===== config.mk =====
export PLATFORM = sky130hd
export DESIGN_NAME = stream_ctrl_regs
export DESIGN_NICKNAME = d
export VERILOG_FILES = /design/src/core/stream_pkg.sv /design/src/core/word_shifter.sv /design/src/core/stream_ctrl_regs.sv
export VERILOG_INCLUDE_DIRS = /design/src /design/src/core
export SDC_FILE = /design/constraint.sdc
export NUM_CORES = 1
export LEC_CHECK = 0
export BUFFER_PORTS_ARGS = -buffer_cell sky130_fd_sc_hd__buf_2
export CAP_MARGIN = 20
export CORE_MARGIN = 3
export CORE_UTILIZATION = 35
export CTS_CLUSTER_DIAMETER = 80
export DETAILED_ROUTE_END_ITERATION = 10
export PLACE_DENSITY = 0.64
export SLEW_MARGIN = 0
export SYNTH_ARGS = -nofsm -noshare
export SYNTH_HDL_FRONTEND = slang
export SYNTH_SLANG_ARGS = --single-unit

===== constraint.sdc =====
create_clock -name ref_clk_i -period 7.15 [get_ports ref_clk_i]
set_input_delay 0.715 -clock ref_clk_i [delete_from_list [all_inputs] [get_ports ref_clk_i]]
set_output_delay 0.715 -clock ref_clk_i [all_outputs]
set_load 0.05 [all_outputs]

===== src/core/stream_cfg.svh =====
// Purpose: Offsets, field positions, reset values and sizes of the stream control registers
// Assumes: Included by bare name from every core file
// Notes: Definitions only
`ifndef STREAM_CTRL_CFG_SVH
`define STREAM_CTRL_CFG_SVH

`define CH_COUNT 8
`define WORD_BITS 14
`define BITS_W 4

`define ADDR_PATTERN_TWO_HIGH 8'h1c
`define ADDR_STREAM_FORMAT 8'h21
`define ADDR_CHANNEL_POWER 8'h22

`define RST_PATTERN_TWO_HIGH 8'h00
`define RST_STREAM_FORMAT 8'h00
`define RST_CHANNEL_POWER 8'h00

`define FMT_LSB_FIRST_BIT 7
`define FMT_LOW_RATE_BIT 3
`define FMT_RES_HI 2
`define FMT_RES_LO 0
`define CHP_OUT_RST_BIT 1
`define CHP_PDOWN_BIT 0

`define RES_8 3'h1
`define RES_10 3'h2
`define RES_12 3'h3
`define RES_14 3'h4

`define BITS_8 4'h8
`define BITS_10 4'ha
`define BITS_12 4'hc
`define BITS_14 4'he

`define SLOW_DIV 1'h1

`endif


===== src/core/stream_pkg.sv =====
// Purpose: Types shared by the stream control block
// Assumes: stream_cfg.svh constants
// Notes: Channel count fixed by CH_COUNT
`include "stream_cfg.svh"

package stream_pkg;

	typedef struct packed {
		logic [7:0] pattern_two_high;
		logic lsb_first;
		logic low_rate;
		logic [2:0] resolution;
		logic [`CH_COUNT-1:0] out_rst;
		logic [`CH_COUNT-1:0] pdown;
		logic [7:0] rdata;
		logic rvalid;
	} regs_state_t;

	typedef struct packed {
		logic [`WORD_BITS-1:0] shift;
		logic [`BITS_W-1:0] count;
		logic [`BITS_W-1:0] nbits;
		logic lsb_first;
		logic slow;
		logic div;
		logic busy;
		logic data;
		logic frame;
	} shift_state_t;

endpackage


===== src/core/word_shifter.sv =====
// Purpose: Serialises one channel's output word
// Assumes: Word, load and controls come from logic on the same clock
// Notes: Word is truncated to its top nbits bits
`include "stream_cfg.svh"
`timescale 1ns/10ps

module word_shifter #(
	parameter int WIDTH = `WORD_BITS
) (
	input wire logic ref_clk_i,
	input wire logic sys_rst_i,
	input wire logic out_rst_i,
	input wire logic pdown_i,
	input wire logic lsb_first_i,
	input wire logic slow_i,
	input wire logic [`BITS_W-1:0] nbits_i,
	input wire logic load_i,
	input wire logic [WIDTH-1:0] word_i,
	output logic data_o,
	output logic frame_o,
	output logic busy_o
);

	stream_pkg::shift_state_t state_reg;
	stream_pkg::shift_state_t state_next;

	////////////////////////////////////////////////////////////////////////////////
	// Next state
	always_comb begin
		logic [`BITS_W-1:0] idx;
		idx = '0;
		state_next = state_reg;
		state_next.frame = 1'b0;
		if (out_rst_i || pdown_i) begin
			state_next = '0;
		end else if (!state_reg.busy) begin
			if (load_i) begin
				state_next.shift = word_i >> (WIDTH - int'(nbits_i));
				state_next.nbits = nbits_i;
				state_next.count = nbits_i;
				state_next.lsb_first = lsb_first_i;
				state_next.slow = slow_i;
				state_next.div = 1'b0;
				state_next.busy = 1'b1;
			end
		end else if (state_reg.slow && state_reg.div != `SLOW_DIV) begin
			state_next.div = state_reg.div + 1'b1;
		end else begin
			state_next.div = 1'b0;
			if (state_reg.lsb_first) begin
				idx = state_reg.nbits - state_reg.count;
			end else begin
				idx = state_reg.count - 1'b1;
			end
			state_next.data = state_reg.shift[idx];
			state_next.frame = (state_reg.count == state_reg.nbits);
			state_next.count = state_reg.count - 1'b1;
			state_next.busy = (state_reg.count != 1'b1);
		end
	end

	////////////////////////////////////////////////////////////////////////////////
	// State register
	always_ff @(posedge ref_clk_i or posedge sys_rst_i) begin
		if (sys_rst_i) begin
			state_reg <= '0;
		end else begin
			state_reg <= state_next;
		end
	end

	assign data_o = state_reg.data;
	assign frame_o = state_reg.frame;
	assign busy_o = state_reg.busy;

endmodule


===== src/core/stream_ctrl_regs.sv =====
// Purpose: Serial output stream control registers with per-channel word serialisers
// Assumes: Register port and samples come from the control port logic on ref_clk_i
// Notes: Reads return data one cycle after the read strobe
// Function
// - Register 0x1c holds bits 15 to 8 of the second custom test pattern and resets to 0.
// - Words go out MSB first by default and LSB first when the bit-order bit is set.
// - A low encode rate bit, cleared at reset, slows the output timing for slow samples.
// - Resolution codes 001, 010, 011, 100 give 8, 10, 12, 14 bit words.
// - The per-channel output reset bit holds that channel's output logic in reset.
// - The per-channel power-down bit powers down that channel; clear keeps it running.
// - Stream format applies to all channels; channel power applies to selected ones only.
`include "stream_cfg.svh"
`timescale 1ns/10ps

module stream_ctrl_regs #(
	parameter int CHANNELS = `CH_COUNT,
	parameter int WIDTH = `WORD_BITS
) (
	input wire logic ref_clk_i,
	input wire logic sys_rst_i,
	input wire logic [7:0] reg_addr_i,
	input wire logic [7:0] reg_wdata_i,
	input wire logic reg_wr_i,
	input wire logic reg_rd_i,
	input wire logic [CHANNELS-1:0] chan_sel_i,
	input wire logic [CHANNELS*WIDTH-1:0] sample_i,
	input wire logic sample_load_i,
	output logic [7:0] reg_rdata_o,
	output logic reg_rvalid_o,
	output logic [7:0] custom_pattern_two_high_o,
	output logic lsb_first_o,
	output logic low_rate_o,
	output logic [2:0] resolution_o,
	output logic [`BITS_W-1:0] word_bits_o,
	output logic [CHANNELS-1:0] chan_pdown_o,
	output logic [CHANNELS-1:0] chan_out_rst_o,
	output logic [CHANNELS-1:0] ser_data_o,
	output logic [CHANNELS-1:0] ser_frame_o,
	output logic [CHANNELS-1:0] ser_busy_o
);

	stream_pkg::regs_state_t state_reg;
	stream_pkg::regs_state_t state_next;

	////////////////////////////////////////////////////////////////////////////////
	// Helpers
	function automatic logic [`BITS_W-1:0] res_bits(input logic [2:0] code);
		logic [`BITS_W-1:0] bits;
		unique case (code)
			`RES_8: bits = `BITS_8;
			`RES_10: bits = `BITS_10;
			`RES_12: bits = `BITS_12;
			`RES_14: bits = `BITS_14;
			default: bits = `BITS_14;
		endcase
		return bits;
	endfunction

	function automatic int first_sel(input logic [CHANNELS-1:0] sel);
		int idx;
		idx = 0;
		for (int i = CHANNELS - 1; i >= 0; i--) begin
			if (sel[i]) begin
				idx = i;
			end
		end
		return idx;
	endfunction

	////////////////////////////////////////////////////////////////////////////////
	// Register writes and reads
	always_comb begin
		int ch;
		logic [7:0] fmt;
		logic [7:0] chp;
		ch = first_sel(chan_sel_i);
		fmt = '0;
		chp = '0;
		state_next = state_reg;
		state_next.rvalid = reg_rd_i;
		if (reg_wr_i) begin
			unique case (reg_addr_i)
				`ADDR_PATTERN_TWO_HIGH: begin
					state_next.pattern_two_high = reg_wdata_i;
				end
				`ADDR_STREAM_FORMAT: begin
					state_next.lsb_first = reg_wdata_i[`FMT_LSB_FIRST_BIT];
					state_next.low_rate = reg_wdata_i[`FMT_LOW_RATE_BIT];
					state_next.resolution = reg_wdata_i[`FMT_RES_HI:`FMT_RES_LO];
				end
				`ADDR_CHANNEL_POWER: begin
					for (int i = 0; i < CHANNELS; i++) begin
						if (chan_sel_i[i]) begin
							state_next.out_rst[i] = reg_wdata_i[`CHP_OUT_RST_BIT];
							state_next.pdown[i] = reg_wdata_i[`CHP_PDOWN_BIT];
						end
					end
				end
				default: begin
				end
			endcase
		end
		fmt[`FMT_LSB_FIRST_BIT] = state_reg.lsb_first;
		fmt[`FMT_LOW_RATE_BIT] = state_reg.low_rate;
		fmt[`FMT_RES_HI:`FMT_RES_LO] = state_reg.resolution;
		chp[`CHP_OUT_RST_BIT] = state_reg.out_rst[ch];
		chp[`CHP_PDOWN_BIT] = state_reg.pdown[ch];
		if (reg_rd_i) begin
			unique case (reg_addr_i)
				`ADDR_PATTERN_TWO_HIGH: state_next.rdata = state_reg.pattern_two_high;
				`ADDR_STREAM_FORMAT: state_next.rdata = fmt;
				`ADDR_CHANNEL_POWER: state_next.rdata = chp;
				default: state_next.rdata = '0;
			endcase
		end
	end

	////////////////////////////////////////////////////////////////////////////////
	// State register
	always_ff @(posedge ref_clk_i or posedge sys_rst_i) begin
		if (sys_rst_i) begin
			state_reg.pattern_two_high <= `RST_PATTERN_TWO_HIGH;
			state_reg.lsb_first <= 1'(`RST_STREAM_FORMAT >> `FMT_LSB_FIRST_BIT);
			state_reg.low_rate <= 1'(`RST_STREAM_FORMAT >> `FMT_LOW_RATE_BIT);
			state_reg.resolution <= 3'(`RST_STREAM_FORMAT >> `FMT_RES_LO);
			state_reg.out_rst <= {CHANNELS{1'(`RST_CHANNEL_POWER >> `CHP_OUT_RST_BIT)}};
			state_reg.pdown <= {CHANNELS{1'(`RST_CHANNEL_POWER >> `CHP_PDOWN_BIT)}};
			state_reg.rdata <= '0;
			state_reg.rvalid <= 1'b0;
		end else begin
			state_reg <= state_next;
		end
	end

	////////////////////////////////////////////////////////////////////////////////
	// Outputs
	assign reg_rdata_o = state_reg.rdata;
	assign reg_rvalid_o = state_reg.rvalid;
	assign custom_pattern_two_high_o = state_reg.pattern_two_high;
	assign lsb_first_o = state_reg.lsb_first;
	assign low_rate_o = state_reg.low_rate;
	assign resolution_o = state_reg.resolution;
	assign word_bits_o = res_bits(state_reg.resolution);
	assign chan_pdown_o = state_reg.pdown;
	assign chan_out_rst_o = state_reg.out_rst;

	////////////////////////////////////////////////////////////////////////////////
	// Per-channel serialisers
	for (genvar g = 0; g < CHANNELS; g++) begin : g_ch
		word_shifter #(
			.WIDTH(WIDTH)
		) u_shift (
			.ref_clk_i(ref_clk_i),
			.sys_rst_i(sys_rst_i),
			.out_rst_i(state_reg.out_rst[g]),
			.pdown_i(state_reg.pdown[g]),
			.lsb_first_i(state_reg.lsb_first),
			.slow_i(state_reg.low_rate),
			.nbits_i(res_bits(state_reg.resolution)),
			.load_i(sample_load_i),
			.word_i(sample_i[g*WIDTH +: WIDTH]),
			.data_o(ser_data_o[g]),
			.frame_o(ser_frame_o[g]),
			.busy_o(ser_busy_o[g])
		);
	end

endmodule


==> metrics.yaml, run 1 <==
place:
  gp_congestion: 0.851
  dp_hpwl_um: 32100
  quantity_of_i_o_buffers_inserted_on_ports: 204
setup_path:
  setup.worst_path.start_class: "flop"
  crit_path_end_kind: "output pin"
  crit_type: "flop to output pin"
  path_max_fanout: 70
  cp.required_ps: 6430
  arrival_ps: 2750
sta:
  final_setup_violations: 0
  finalWorstPathRequiredPeriod_ps: 3470
  sum_of_negative_setup_slack_ps: 0
  final_slew_violations: 0
  hold_viol: 0
  max_slew.worst_pin.slew_ps: 1170
  grt_setup_unrepaired: "no"
  slew-limit-headroom_pct: 21.9
  fmax_mhz: 288
  period_share_pct: 48.5
  finalClockSkew_ps: 20.0
route:
  final_antenna_net_count: 0
  drcViolationCount: 0
  drt-total-wl_um: 44900
  number_of_drc_violations_after_detailed_routing_iteration_0: 976
  via_to_cell_ratio: 5.49
  num_vias: 12900
  wl_per_cell_um: 19.1
  detail_route.first_pass.iterations: 5
clock_network:
  cts_tree: "built"
  hold_buffers: 0
  htreeDepth: 1
  cts.clk_slew.worst_paths_ps: 70
  ctsRootBufferMaster: "clkbuf_16"
  cts_resized: 0
  clkLatencyLatePin_ps: 570
  cts_setup_buffers: 0
  tritoncts.num_buffers: 30
  cts_num_sinks: 254
  ctsLongestPathBuffers: 3
synth:
  synthesis.nets: 1808
  syn_inst: 1619
  synth-async-reset-ratio_pct: 100
  yosys.area.top_type_share_pct: 41.0
  edff_count_synth: 0
  synth-main-ff-cell: "dfrtp_1"
  ys_types: 63
  syn_avg_cell_area_sq_um: 9.57
  synth.ff_latch_count: 254
  synth.yosys.seq_area_share_pct: 41.0
  synth_area_sq_mm: 0.0155
  post_synth_main_area_contributors: "dfrtp_1, mux2i_1, nand2_1, mux4_2, a32o_1"
  synth.yosys.warnings: 0
  post-synth-top-area-cell: "dfrtp_1"
floorplan:
  floorplan.io_pins: 207
  die_w_um: 216
  initial_util_pct: 35.7
  num_rows: 76
  floorplan.die_area_sq_mm: 0.0468
  die_height_um: 216
  fp.coreArea_sq_mm: 0.0434
grt:
  antenna_found_initial: 1
  globalRoute.totalOverflow: 0
  overall_track_demand_over_capacity_in_global_routing_pct: 19.0
  grt_pass1_vias: 12800
  global_route_wire_length_before_repair_um: 72500
  grt_start_max_net_pins: 127
power_and_ir_drop:
  vdd_drop_max_mv: 0.235
  pwr_density_cell_mw_per_mm2: 422
  power.static_leakage_uw: 0.00845
  report.power.total_uw: 7460
layout:
  fillcell_total: 4328
  drive_above_1_share_pct: 20.8
  num_antenna_cells: 0
  largest_register_ff_count: 192
  final_net_count: 1928
  synthToLayoutAreaGrowth_pct: 14.3
worst_hold_path:
  min-delay-path-class: "input port to async pin"
run:
  drv_cap: 0
status:
  status: "finished clean"
-- through the flow --
step	instances	hold slack [ps]	utilization (%)	instance area (sq um)	setup WS [ps]
after floorplan	1619	444	-	15500	3090
after global placement	2290	460	38.5	16700	4300
after detailed placement	2290	472	38.5	16700	4250
after CTS	2344	322	40.8	17700	3650
after global routing	2346	377	40.8	17700	3510
final	2346	331	40.8	17700	3680
-- cells in the final DEF, fill, tap and decap left out, types with 27 or more instances in the layout --
| cell | count |
|---|---|
| nand2_1 | 273 |
| dfrtp_1 | 254 |
| buf_2 | 204 |
| mux2i_1 | 116 |
| o21ai_0 | 76 |
| nor2_1 | 70 |
| a21oi_1 | 69 |
| nand3_1 | 68 |
| a32o_1 | 59 |
| inv_1 | 55 |
| nor3_1 | 50 |
| ha_1 | 40 |
| mux2_2 | 35 |
| a22o_1 | 32 |
| clkbuf_16 | 30 |
| mux4_2 | 27 |
-- routing by layer --
layer	GRT usage, %	vias up	wire (um)
li1	-	6006	-
met1	26.5	6456	20500
met2	31.7	349	21200
met3	2.51	62	2250
met4	3.96	2	910
met5	0	-	9
-- cell families after synthesis --
kind of cell	after synthesis	share of synthesized area, %
simple gates	593	18.2
flops	254	41.0
buf+inv	195	5.97
other cells	2	0.0485
xor+xnor	48	2.81
mux	178	14.0
fa+ha+maj	48	4.27
compound gates	301	13.7
-- layout make-up --
| cell class | instances | area [sq um] | share of cell area [%] |
|---|---|---|---|
| timing repair buffer | 225 | 1190 | 6.72 |
| tap | 585 | 732 | 4.14 |
| inverter | 58 | 226 | 1.28 |
| clock inverter | 12 | 103 | 0.580 |
| sequential | 254 | 6360 | 35.9 |
| multi-input combinational | 1170 | 8220 | 46.5 |
| clock buffer | 42 | 866 | 4.89 |
-- where the power goes --
group	total, uW	switching (uW)	internal (uW)
sequential	2520	528	1990
combinational	3440	1920	1520
clock	1500	625	877
total	7460	3080	4390
-- cells in the mapped netlist (all sizes together), types with 22 or more instances --
cell type    n
a21oi       71
a22o        32
a32o        59
buf         74
clkbuf      63
dfrtp      254
ha          40
inv         58
mux2        35
mux2i      116
mux4        27
nand2      273
nand3       68
nor2        71
nor3        50
o21ai       76
xnor2       26
xor2        22
-- worst max-delay path: stages (launching register included) --
cell	delay, ps
dfrtp_1	450
nor2b_4	170
inv_4	400
buf_4	720
buf_2	400
-- worst paths after layout --
check | from | endpoint | slack (ps) | depth (start not counted)
max | resolution_o[0]$_DFFE_PP0P_ | word_bits_o[1] | 3680 | 4
max in group asynchronous | sys_rst_i | g_ch[1].u_shift.state_reg[25]$_DFFE_PP0P_ | 5090 | 4
min | sys_rst_i | reg_rdata_o[5]$_DFFE_PP0P_ | 330 | 2
max reg2reg | resolution_o[1]$_DFFE_PP0P_ | g_ch[2].u_shift.state_reg[17]$_DFFE_PP0P_ | 4430 | 7
min in group ref_clk_i | reg_wdata_i[6] | custom_pattern_two_high_o[6]$_DFFE_PP0P_ | 390 | 2
min reg2reg | g_ch[5].u_shift.state_reg[24]$_DFFE_PP0P_ | g_ch[5].u_shift.state_reg[24]$_DFFE_PP0P_ | 480 | 2
No activity file was read; power rests on OpenSTA's default activity.
==> inputs of run 2 (changes only) <==
--- a/config.mk
+++ b/config.mk
@@ -12,7 +12,7 @@
 export CORE_UTILIZATION = 35
 export CTS_CLUSTER_DIAMETER = 80
 export DETAILED_ROUTE_END_ITERATION = 10
-export PLACE_DENSITY = 0.64
+export PLACE_DENSITY = 0.62
 export SLEW_MARGIN = 0
 export SYNTH_ARGS = -nofsm -noshare
 export SYNTH_HDL_FRONTEND = slang
==> constraint.sdc (replaced) <==
create_clock -name ref_clk_i -period 3.5 [get_ports ref_clk_i]
set_input_delay 0.35 -clock ref_clk_i [delete_from_list [all_inputs] [get_ports ref_clk_i]]
set_output_delay 0.35 -clock ref_clk_i [all_outputs]
set_load 0.05 [all_outputs]
==> run 2 against run 1 <==
Final cell count grew 1.0%. Clock skew rose by 3.1 ps. Via count grew 1.7%. Global-route usage up 0.48 points. Register-to-register slack worse by 3600 ps. Largest cell class unchanged.
==> metrics.yaml, run 2 (same netlist as run 1, synthesis figures left out) <==
floorplan:
  initial_util_pct: 35.7  # unchanged
  die_w_um: 216  # unchanged
  floorplan.io_pins: 207  # unchanged
  fp.coreArea_sq_mm: 0.0434  # unchanged
  floorplan.die_area_sq_mm: 0.0468  # unchanged
  die_height_um: 216  # unchanged
  num_rows: 76  # unchanged
setup_path:
  cp.required_ps: 3150  # was 6430 ps
  crit_type: "flop to output pin"  # unchanged
  flop_to_flop_setup_slack_ps: 880  # was 4430 ps
  path_max_fanout: 48  # was 70
  crit_path_end_kind: "output pin"  # unchanged
  arrival_ps: 2520  # was 2750 ps
  worstSetupStartpoint: "resolution_o[2]$_DFFE_PP0P_"  # was resolution_o[0]$_DFFE_PP0P_
  setup.worst_path.start_class: "flop"  # unchanged
  crit-reg2reg-launch: "g_ch[1].u_shift.state_reg[10]$_DFFE_PP0P_"  # was resolution_o[1]$_DFFE_PP0P_
place:
  quantity_of_i_o_buffers_inserted_on_ports: 204  # unchanged
  dp_hpwl_um: 33600  # was 32,100 um
  dp.cells: 2310  # was 2,290
  gp_congestion: 0.876  # was 0.851
grt:
  antenna_found_initial: 3  # was 1
  global_route.peak_usage_layer: "met2"  # unchanged
  global_route_wire_length_before_repair_um: 73900  # was 72,500 um
  globalRoute.totalOverflow: 0  # unchanged
  grt_start_max_net_pins: 77  # was 127
  overall_track_demand_over_capacity_in_global_routing_pct: 19.5  # was 19.0%
  globalRouteMet1Util_pct: 27.1  # was 26.5%
  globalRouteMet3Util_pct: 3.18  # was 2.51%
  grt_util_met2_pct: 31.3  # was 31.7%
  grt_pass1_vias: 13100  # was 12,800
power_and_ir_drop:
  vdd_drop_max_mv: 0.398  # was 0.235 mV
  switchingPower_uw: 6300  # was 3080 uW
  power.static_leakage_uw: 0.00864  # was 0.00845 uW
  switching_power_as_a_share_of_total_power_pct: 40.2  # was 41.2%
  pwr_density_cell_mw_per_mm2: 867  # was 422 mW/mm^2
  power.share.combinational_pct: 45.2  # was 46.1%
  report.power.total_uw: 15700  # was 7460 uW
  sequential_share_of_power_pct: 33.0  # was 33.7%
  proportion_of_power_drawn_by_the_clock_network_pct: 21.8  # was 20.1%
  internal_power_uw: 9360  # was 4390 uW
route:
  detail_route.first_pass.iterations: 5  # unchanged
  number_of_drc_violations_after_detailed_routing_iteration_0: 901  # was 976
  num_vias: 13100  # was 12,900
  via_to_cell_ratio: 5.53  # was 5.49
  drt-total-wl_um: 46400  # was 44,900 um
  wl_per_cell_um: 19.6  # was 19.1 um
  drcViolationCount: 0  # unchanged
  final_antenna_net_count: 0  # unchanged
layout:
  num_antenna_cells: 0  # unchanged
  synthToLayoutAreaGrowth_pct: 16.6  # was 14.3%
  fillcell_total: 4271  # was 4,328
  mostFrequentLayoutCell: "nand2_1"  # unchanged
  mostFrequentLayoutCells: "nand2_1, dfrtp_1, buf_2"  # unchanged
  drive_above_1_share_pct: 21.6  # was 20.8%
  multi_input_area_sq_mm: 0.00822  # unchanged
  area_taken_by_flip_flops_and_latches_sq_mm: 0.00636  # unchanged
  largest_register_ff_count: 192  # unchanged
  non_filler_cells_final: 2370  # was 2,346
  final_net_count: 1951  # was 1,928
sta:
  finalWorstPathRequiredPeriod_ps: 2870
  grt_setup_unrepaired: "no"  # unchanged
  slew-limit-headroom_pct: 34.3  # was 21.9%
  finalClockSkew_ps: 23.1  # was 20.0 ps
  final_setup_violations: 0  # unchanged
  period_share_pct: 82.1
  hold_viol: 0  # unchanged
  max_slew.worst_pin.slew_ps: 986  # was 1170 ps
  fmax_mhz: 348
  final_slew_violations: 0  # unchanged
run:
  drv_cap: 0  # unchanged
clock_network:
  ctsLongestPathBuffers: 3  # unchanged
  cts_num_sinks: 254  # unchanged
  cts_tree: "built"  # unchanged
  ctsRootBufferMaster: "clkbuf_16"  # unchanged
  tritoncts.num_buffers: 30  # unchanged
  cts_resized: 0  # unchanged
  clkLatencyLatePin_ps: 570  # about the same
  htreeDepth: 1  # unchanged
  cts.clk_slew.worst_paths_ps: 60  # was 70 ps
worst_hold_path:
  min-delay-path-class: "input port to flop"  # was input port to async pin
  worstHoldStart: "reg_wdata_i[2]"
status:
  status: "finished clean"  # unchanged
[run 2: stage by stage]
step	setup TNS, ps	setup slack (ps)	hold WS (ps)	cell area, sq um	utilization [%]
after floorplan	-49190	-194	381	15500	-
after global placement	0	1030	467	16900	39.0
after detailed placement	0	940	469	16900	39.1
after CTS	0	584	12.3	18100	41.6
after global routing	0	476	23.8	18100	41.7
final	0	628	41.7	18100	41.7
[run 2: final timing paths]
kind                                                             end  cells past startpoint
max reg2reg                       g_ch[1].u_shift.data_o$_DFFE_PP0P_                      8
min reg2reg                g_ch[2].u_shift.state_reg[25]$_DFFE_PP0P_                      2
min                                      resolution_o[2]$_DFFE_PP0P_                      2
max                                                   word_bits_o[1]                      4
max in group asynchronous         g_ch[2].u_shift.data_o$_DFFE_PP0P_                      4
min in group asynchronous   custom_pattern_two_high_o[6]$_DFFE_PP0P_                      3
[run 2: metal layers]
| layer | up-vias | wire length, um |
|---|---|---|
| met1 | 6490 | 20600 |
| li1 | 6053 | - |
| met3 | 91 | 2900 |
| met5 | - | 31 |
| met4 | 6 | 1350 |
| met2 | 457 | 21500 |
[run 2: critical path, cell delays in order, from the launching register on]
cell     delay (ps)
dfrtp_1         540
nor2b_4          90
inv_4           330
buf_4           570
buf_2           370
[run 2: layout make-up]
class                      count  share of cell area [%]
clock inverter                10                   0.970
timing repair buffer         248                    7.98
inverter                      58                    1.25
tap                          585                    4.05
clock buffer                  45                    5.03
sequential                   254                    35.2
multi-input combinational   1170                    45.5
[run 2: power by group through the flow]
stage	clock network, uW	logic, uW	registers, uW
final	3420	7070	5170
after global routing	3630	7870	5340
after CTS	3510	7090	5160
after detailed placement	0	7040	5190
after global placement	0	6840	5170
after floorplan	0	5880	4760
[run 2: repair_timing]
item	CTS	global route
hold buffers	4	0
buffers inserted	0	0
endpoints found under the hold margin	24	0
==> inputs of run 3 (changes only) <==
==> constraint.sdc (replaced) <==
create_clock -name ref_clk_i -period 2.7 [get_ports ref_clk_i]
set_input_delay 0.27 -clock ref_clk_i [delete_from_list [all_inputs] [get_ports ref_clk_i]]
set_output_delay 0.27 -clock ref_clk_i [all_outputs]
set_load 0.05 [all_outputs]
==> run 3 against run 2 <==
Clock skew shrank 12 ps. Routed wire length rose by 0.48%. Sequential power increased by 27%. Die area is the same. Power up 27%.
==> metrics.yaml, run 3 (same netlist as run 1, synthesis figures left out) <==
status:
  status: "finished clean"  # unchanged
setup_path:
  flop_to_flop_setup_slack_ps: 230  # was 880 ps
  worstSetupStartpoint: "resolution_o[0]$_DFFE_PP0P_"  # was resolution_o[2]$_DFFE_PP0P_
  critPathMaxStageDelay_ps: 470  # was 570 ps
  path_max_fanout: 26  # was 48
  crit_path_end_kind: "output pin"  # unchanged
  worst-path-buf-inv: 3  # unchanged
  cp.required_ps: 2430  # was 3150 ps
  crit_family: "buffers and inverters"  # unchanged
  arrival_ps: 2240  # was 2520 ps
  critical_path.cell_chain: "nor2b_4, inv_4, buf_4, buf_2"  # unchanged
  crit-reg2reg-launch: "g_ch[0].u_shift.state_reg[10]$_DFFE_PP0P_"  # was g_ch[1].u_shift.state_reg[10]$_DFFE_PP0P_
  setup.worst_path.start_class: "flop"  # unchanged
  critical-path-slowest-cell: "dfrtp_1"  # was buf_4
  crit_type: "flop to output pin"  # unchanged
place:
  preCtsSetupSlack_ps: 246  # was 940 ps
  dp_hpwl_um: 33900  # was 33,600 um
  gp_congestion: 0.902  # was 0.876
  placement.cell_area_sq_mm: 0.0172  # was 0.0169 sq mm
  quantity_of_i_o_buffers_inserted_on_ports: 204  # unchanged
power_and_ir_drop:
  switchingPower_uw: 8140  # was 6300 uW
  pwr_density_cell_mw_per_mm2: 1090  # was 867 mW/mm^2
  proportion_of_power_drawn_by_the_clock_network_pct: 19.7  # was 21.8%
  sequential_share_of_power_pct: 33.0  # about the same
  switching_power_as_a_share_of_total_power_pct: 40.8  # was 40.2%
  vdd_drop_max_mv: 0.607  # was 0.398 mV
  power.share.combinational_pct: 47.3  # was 45.2%
  internal_power_uw: 11800  # was 9360 uW
  power.static_leakage_uw: 0.00878  # was 0.00864 uW
layout:
  mostFrequentLayoutCells: "nand2_1, dfrtp_1, buf_2"  # unchanged
  post_layout_inst_area_sq_mm: 0.0183  # was 0.0181 sq mm
  mostFrequentLayoutCell: "nand2_1"  # unchanged
  multi_input_area_sq_mm: 0.00822  # unchanged
  drive_above_1_share_pct: 22.2  # was 21.6%
  fillcell_total: 4215  # was 4,271
  area_taken_by_flip_flops_and_latches_sq_mm: 0.00636  # unchanged
  final_net_count: 1998  # was 1,951
  synthToLayoutAreaGrowth_pct: 18.3  # was 16.6%
  postLayoutCoreUtil_pct: 42.3  # was 41.7%
  largest_register_ff_count: 192  # unchanged
route:
  detail_route.first_pass.iterations: 7  # was 5
  number_of_drc_violations_after_detailed_routing_iteration_0: 1078  # was 901
  final_antenna_net_count: 0  # unchanged
  via_to_cell_ratio: 5.48  # was 5.53
  wl_per_cell_um: 19.3  # was 19.6 um
  drt-total-wl_um: 46600  # was 46,400 um
  num_vias: 13200  # was 13,100
  drcViolationCount: 0  # unchanged
sta:
  slew-limit-headroom_pct: 39.1  # was 34.3%
  final_slew_violations: 0  # unchanged
  max_slew.worst_pin.slew_ps: 914  # was 986 ps
  finalHoldWorstSlack_ps: 33.5  # was 41.7 ps
  period_share_pct: 93.0
  postLayoutSetupSlackWorst_ps: 188  # was 628 ps
  grt_setup_unrepaired: "no"  # unchanged
  final_setup_violations: 0  # unchanged
  finalClockSkew_ps: 11.5  # was 23.1 ps
  finalWorstPathRequiredPeriod_ps: 2510
  fmax_mhz: 398
  hold_viol: 0  # unchanged
clock_network:
  htreeDepth: 1  # unchanged
  cts_num_sinks: 254  # unchanged
  cts.clk_slew.worst_paths_ps: 60  # about the same
  cts_tree: "built"  # unchanged
  ctsLongestPathBuffers: 3  # unchanged
  cts_setup_buffers: 0  # unchanged
  ctsRootBufferMaster: "clkbuf_16"  # unchanged
  clkLatencyLatePin_ps: 560  # was 570 ps
  tritoncts.num_buffers: 31  # was 30
grt:
  global_route_wire_length_before_repair_um: 74100  # was 73,900 um
  grt_pass1_vias: 13300  # was 13,100
  overall_track_demand_over_capacity_in_global_routing_pct: 19.5  # about the same
  antenna_found_initial: 3  # unchanged
  grt_start_max_net_pins: 92  # was 77
  globalRoute.totalOverflow: 0  # unchanged
floorplan:
  die_height_um: 216  # unchanged
  fp.coreArea_sq_mm: 0.0434  # unchanged
  num_rows: 76  # unchanged
  floorplan.die_area_sq_mm: 0.0468  # unchanged
  die_w_um: 216  # unchanged
  initial_util_pct: 35.7  # unchanged
  floorplan.io_pins: 207  # unchanged
worst_hold_path:
  min-delay-path-class: "input port to flop"  # unchanged
  worstHoldStart: "sample_i[97]"  # was reg_wdata_i[2]
run:
  drv_cap: 0  # unchanged
## run 3: cell types whose count changed in the layout (fill, tap and decap cells not counted), sizes merged
cell and change:
bufinv -3, buf +29, diode +1, clkinv +1, dlygate4sd3 +17, clkbuf -2
## run 3: worst register-to-register path, delay by kind of cell, from the launching register on
kind                       cells  cell delay [ps]
adders and majority gates      1              520
muxes                          2              350
buffers and inverters          1              170
AOI/OAI and AO/OA              2              290
DFF                            1              520
and+or+nand+nor                2              540
## run 3: power by group through the flow
stage	Sequential [uW]	Clock (uW)	Combinational, uW
after CTS	6570	4040	9460
after floorplan	6180	0	7620
after global placement	6590	0	9140
after global routing	6770	4190	10500
final	6580	3930	9440
after detailed placement	6620	0	9380
## run 3: worst paths after layout
path | endpoint | cells after the start
min | g_ch[6].u_shift.state_reg[27]$_DFFE_PP0P_ | 2
max in group asynchronous | g_ch[1].u_shift.frame_o$_DFF_PP0_ | 4
max | word_bits_o[1] | 4
min reg2reg | g_ch[2].u_shift.state_reg[24]$_DFFE_PP0P_ | 2
max reg2reg | g_ch[0].u_shift.data_o$_DFFE_PP0P_ | 8
min in group asynchronous | low_rate_o$_DFFE_PP0P_ | 3
## run 3: metrics by stage
stage	power, uW	instances	TNS, ps
final	20000	2413	0
after global routing	21500	2412	0
after CTS	20100	2412	0
after detailed placement	16000	2340	0
after global placement	15700	2340	0
after floorplan	13800	1619	-232070
## run 3: area by class of cell
class	count	area share, %
clock inverters	8	0.492
flip-flops and latches	254	34.7
inverters	58	1.24
multi-input cells	1170	44.9
well taps	585	4.00
diodes	1	0.0137
clock buffers	43	4.59
repair buffers	294	10.1
## run 3: routing by layer
layer / track usage [%] / wire length, um / vias to the layer above
met3: 4.07 / 3010 / 74
met4: 4.90 / 1220 / 6
met2: 31.4 / 21600 / 422
li1: - / - / 6144
met5: 0 / 44 / -
met1: 27.0 / 20700 / 6567
## run 3: timing repair
item / in CTS / in global routing
endpoints found under the hold margin: 43 / 0
hold buffers: 21 / 0
resized for setup: 0 / 0
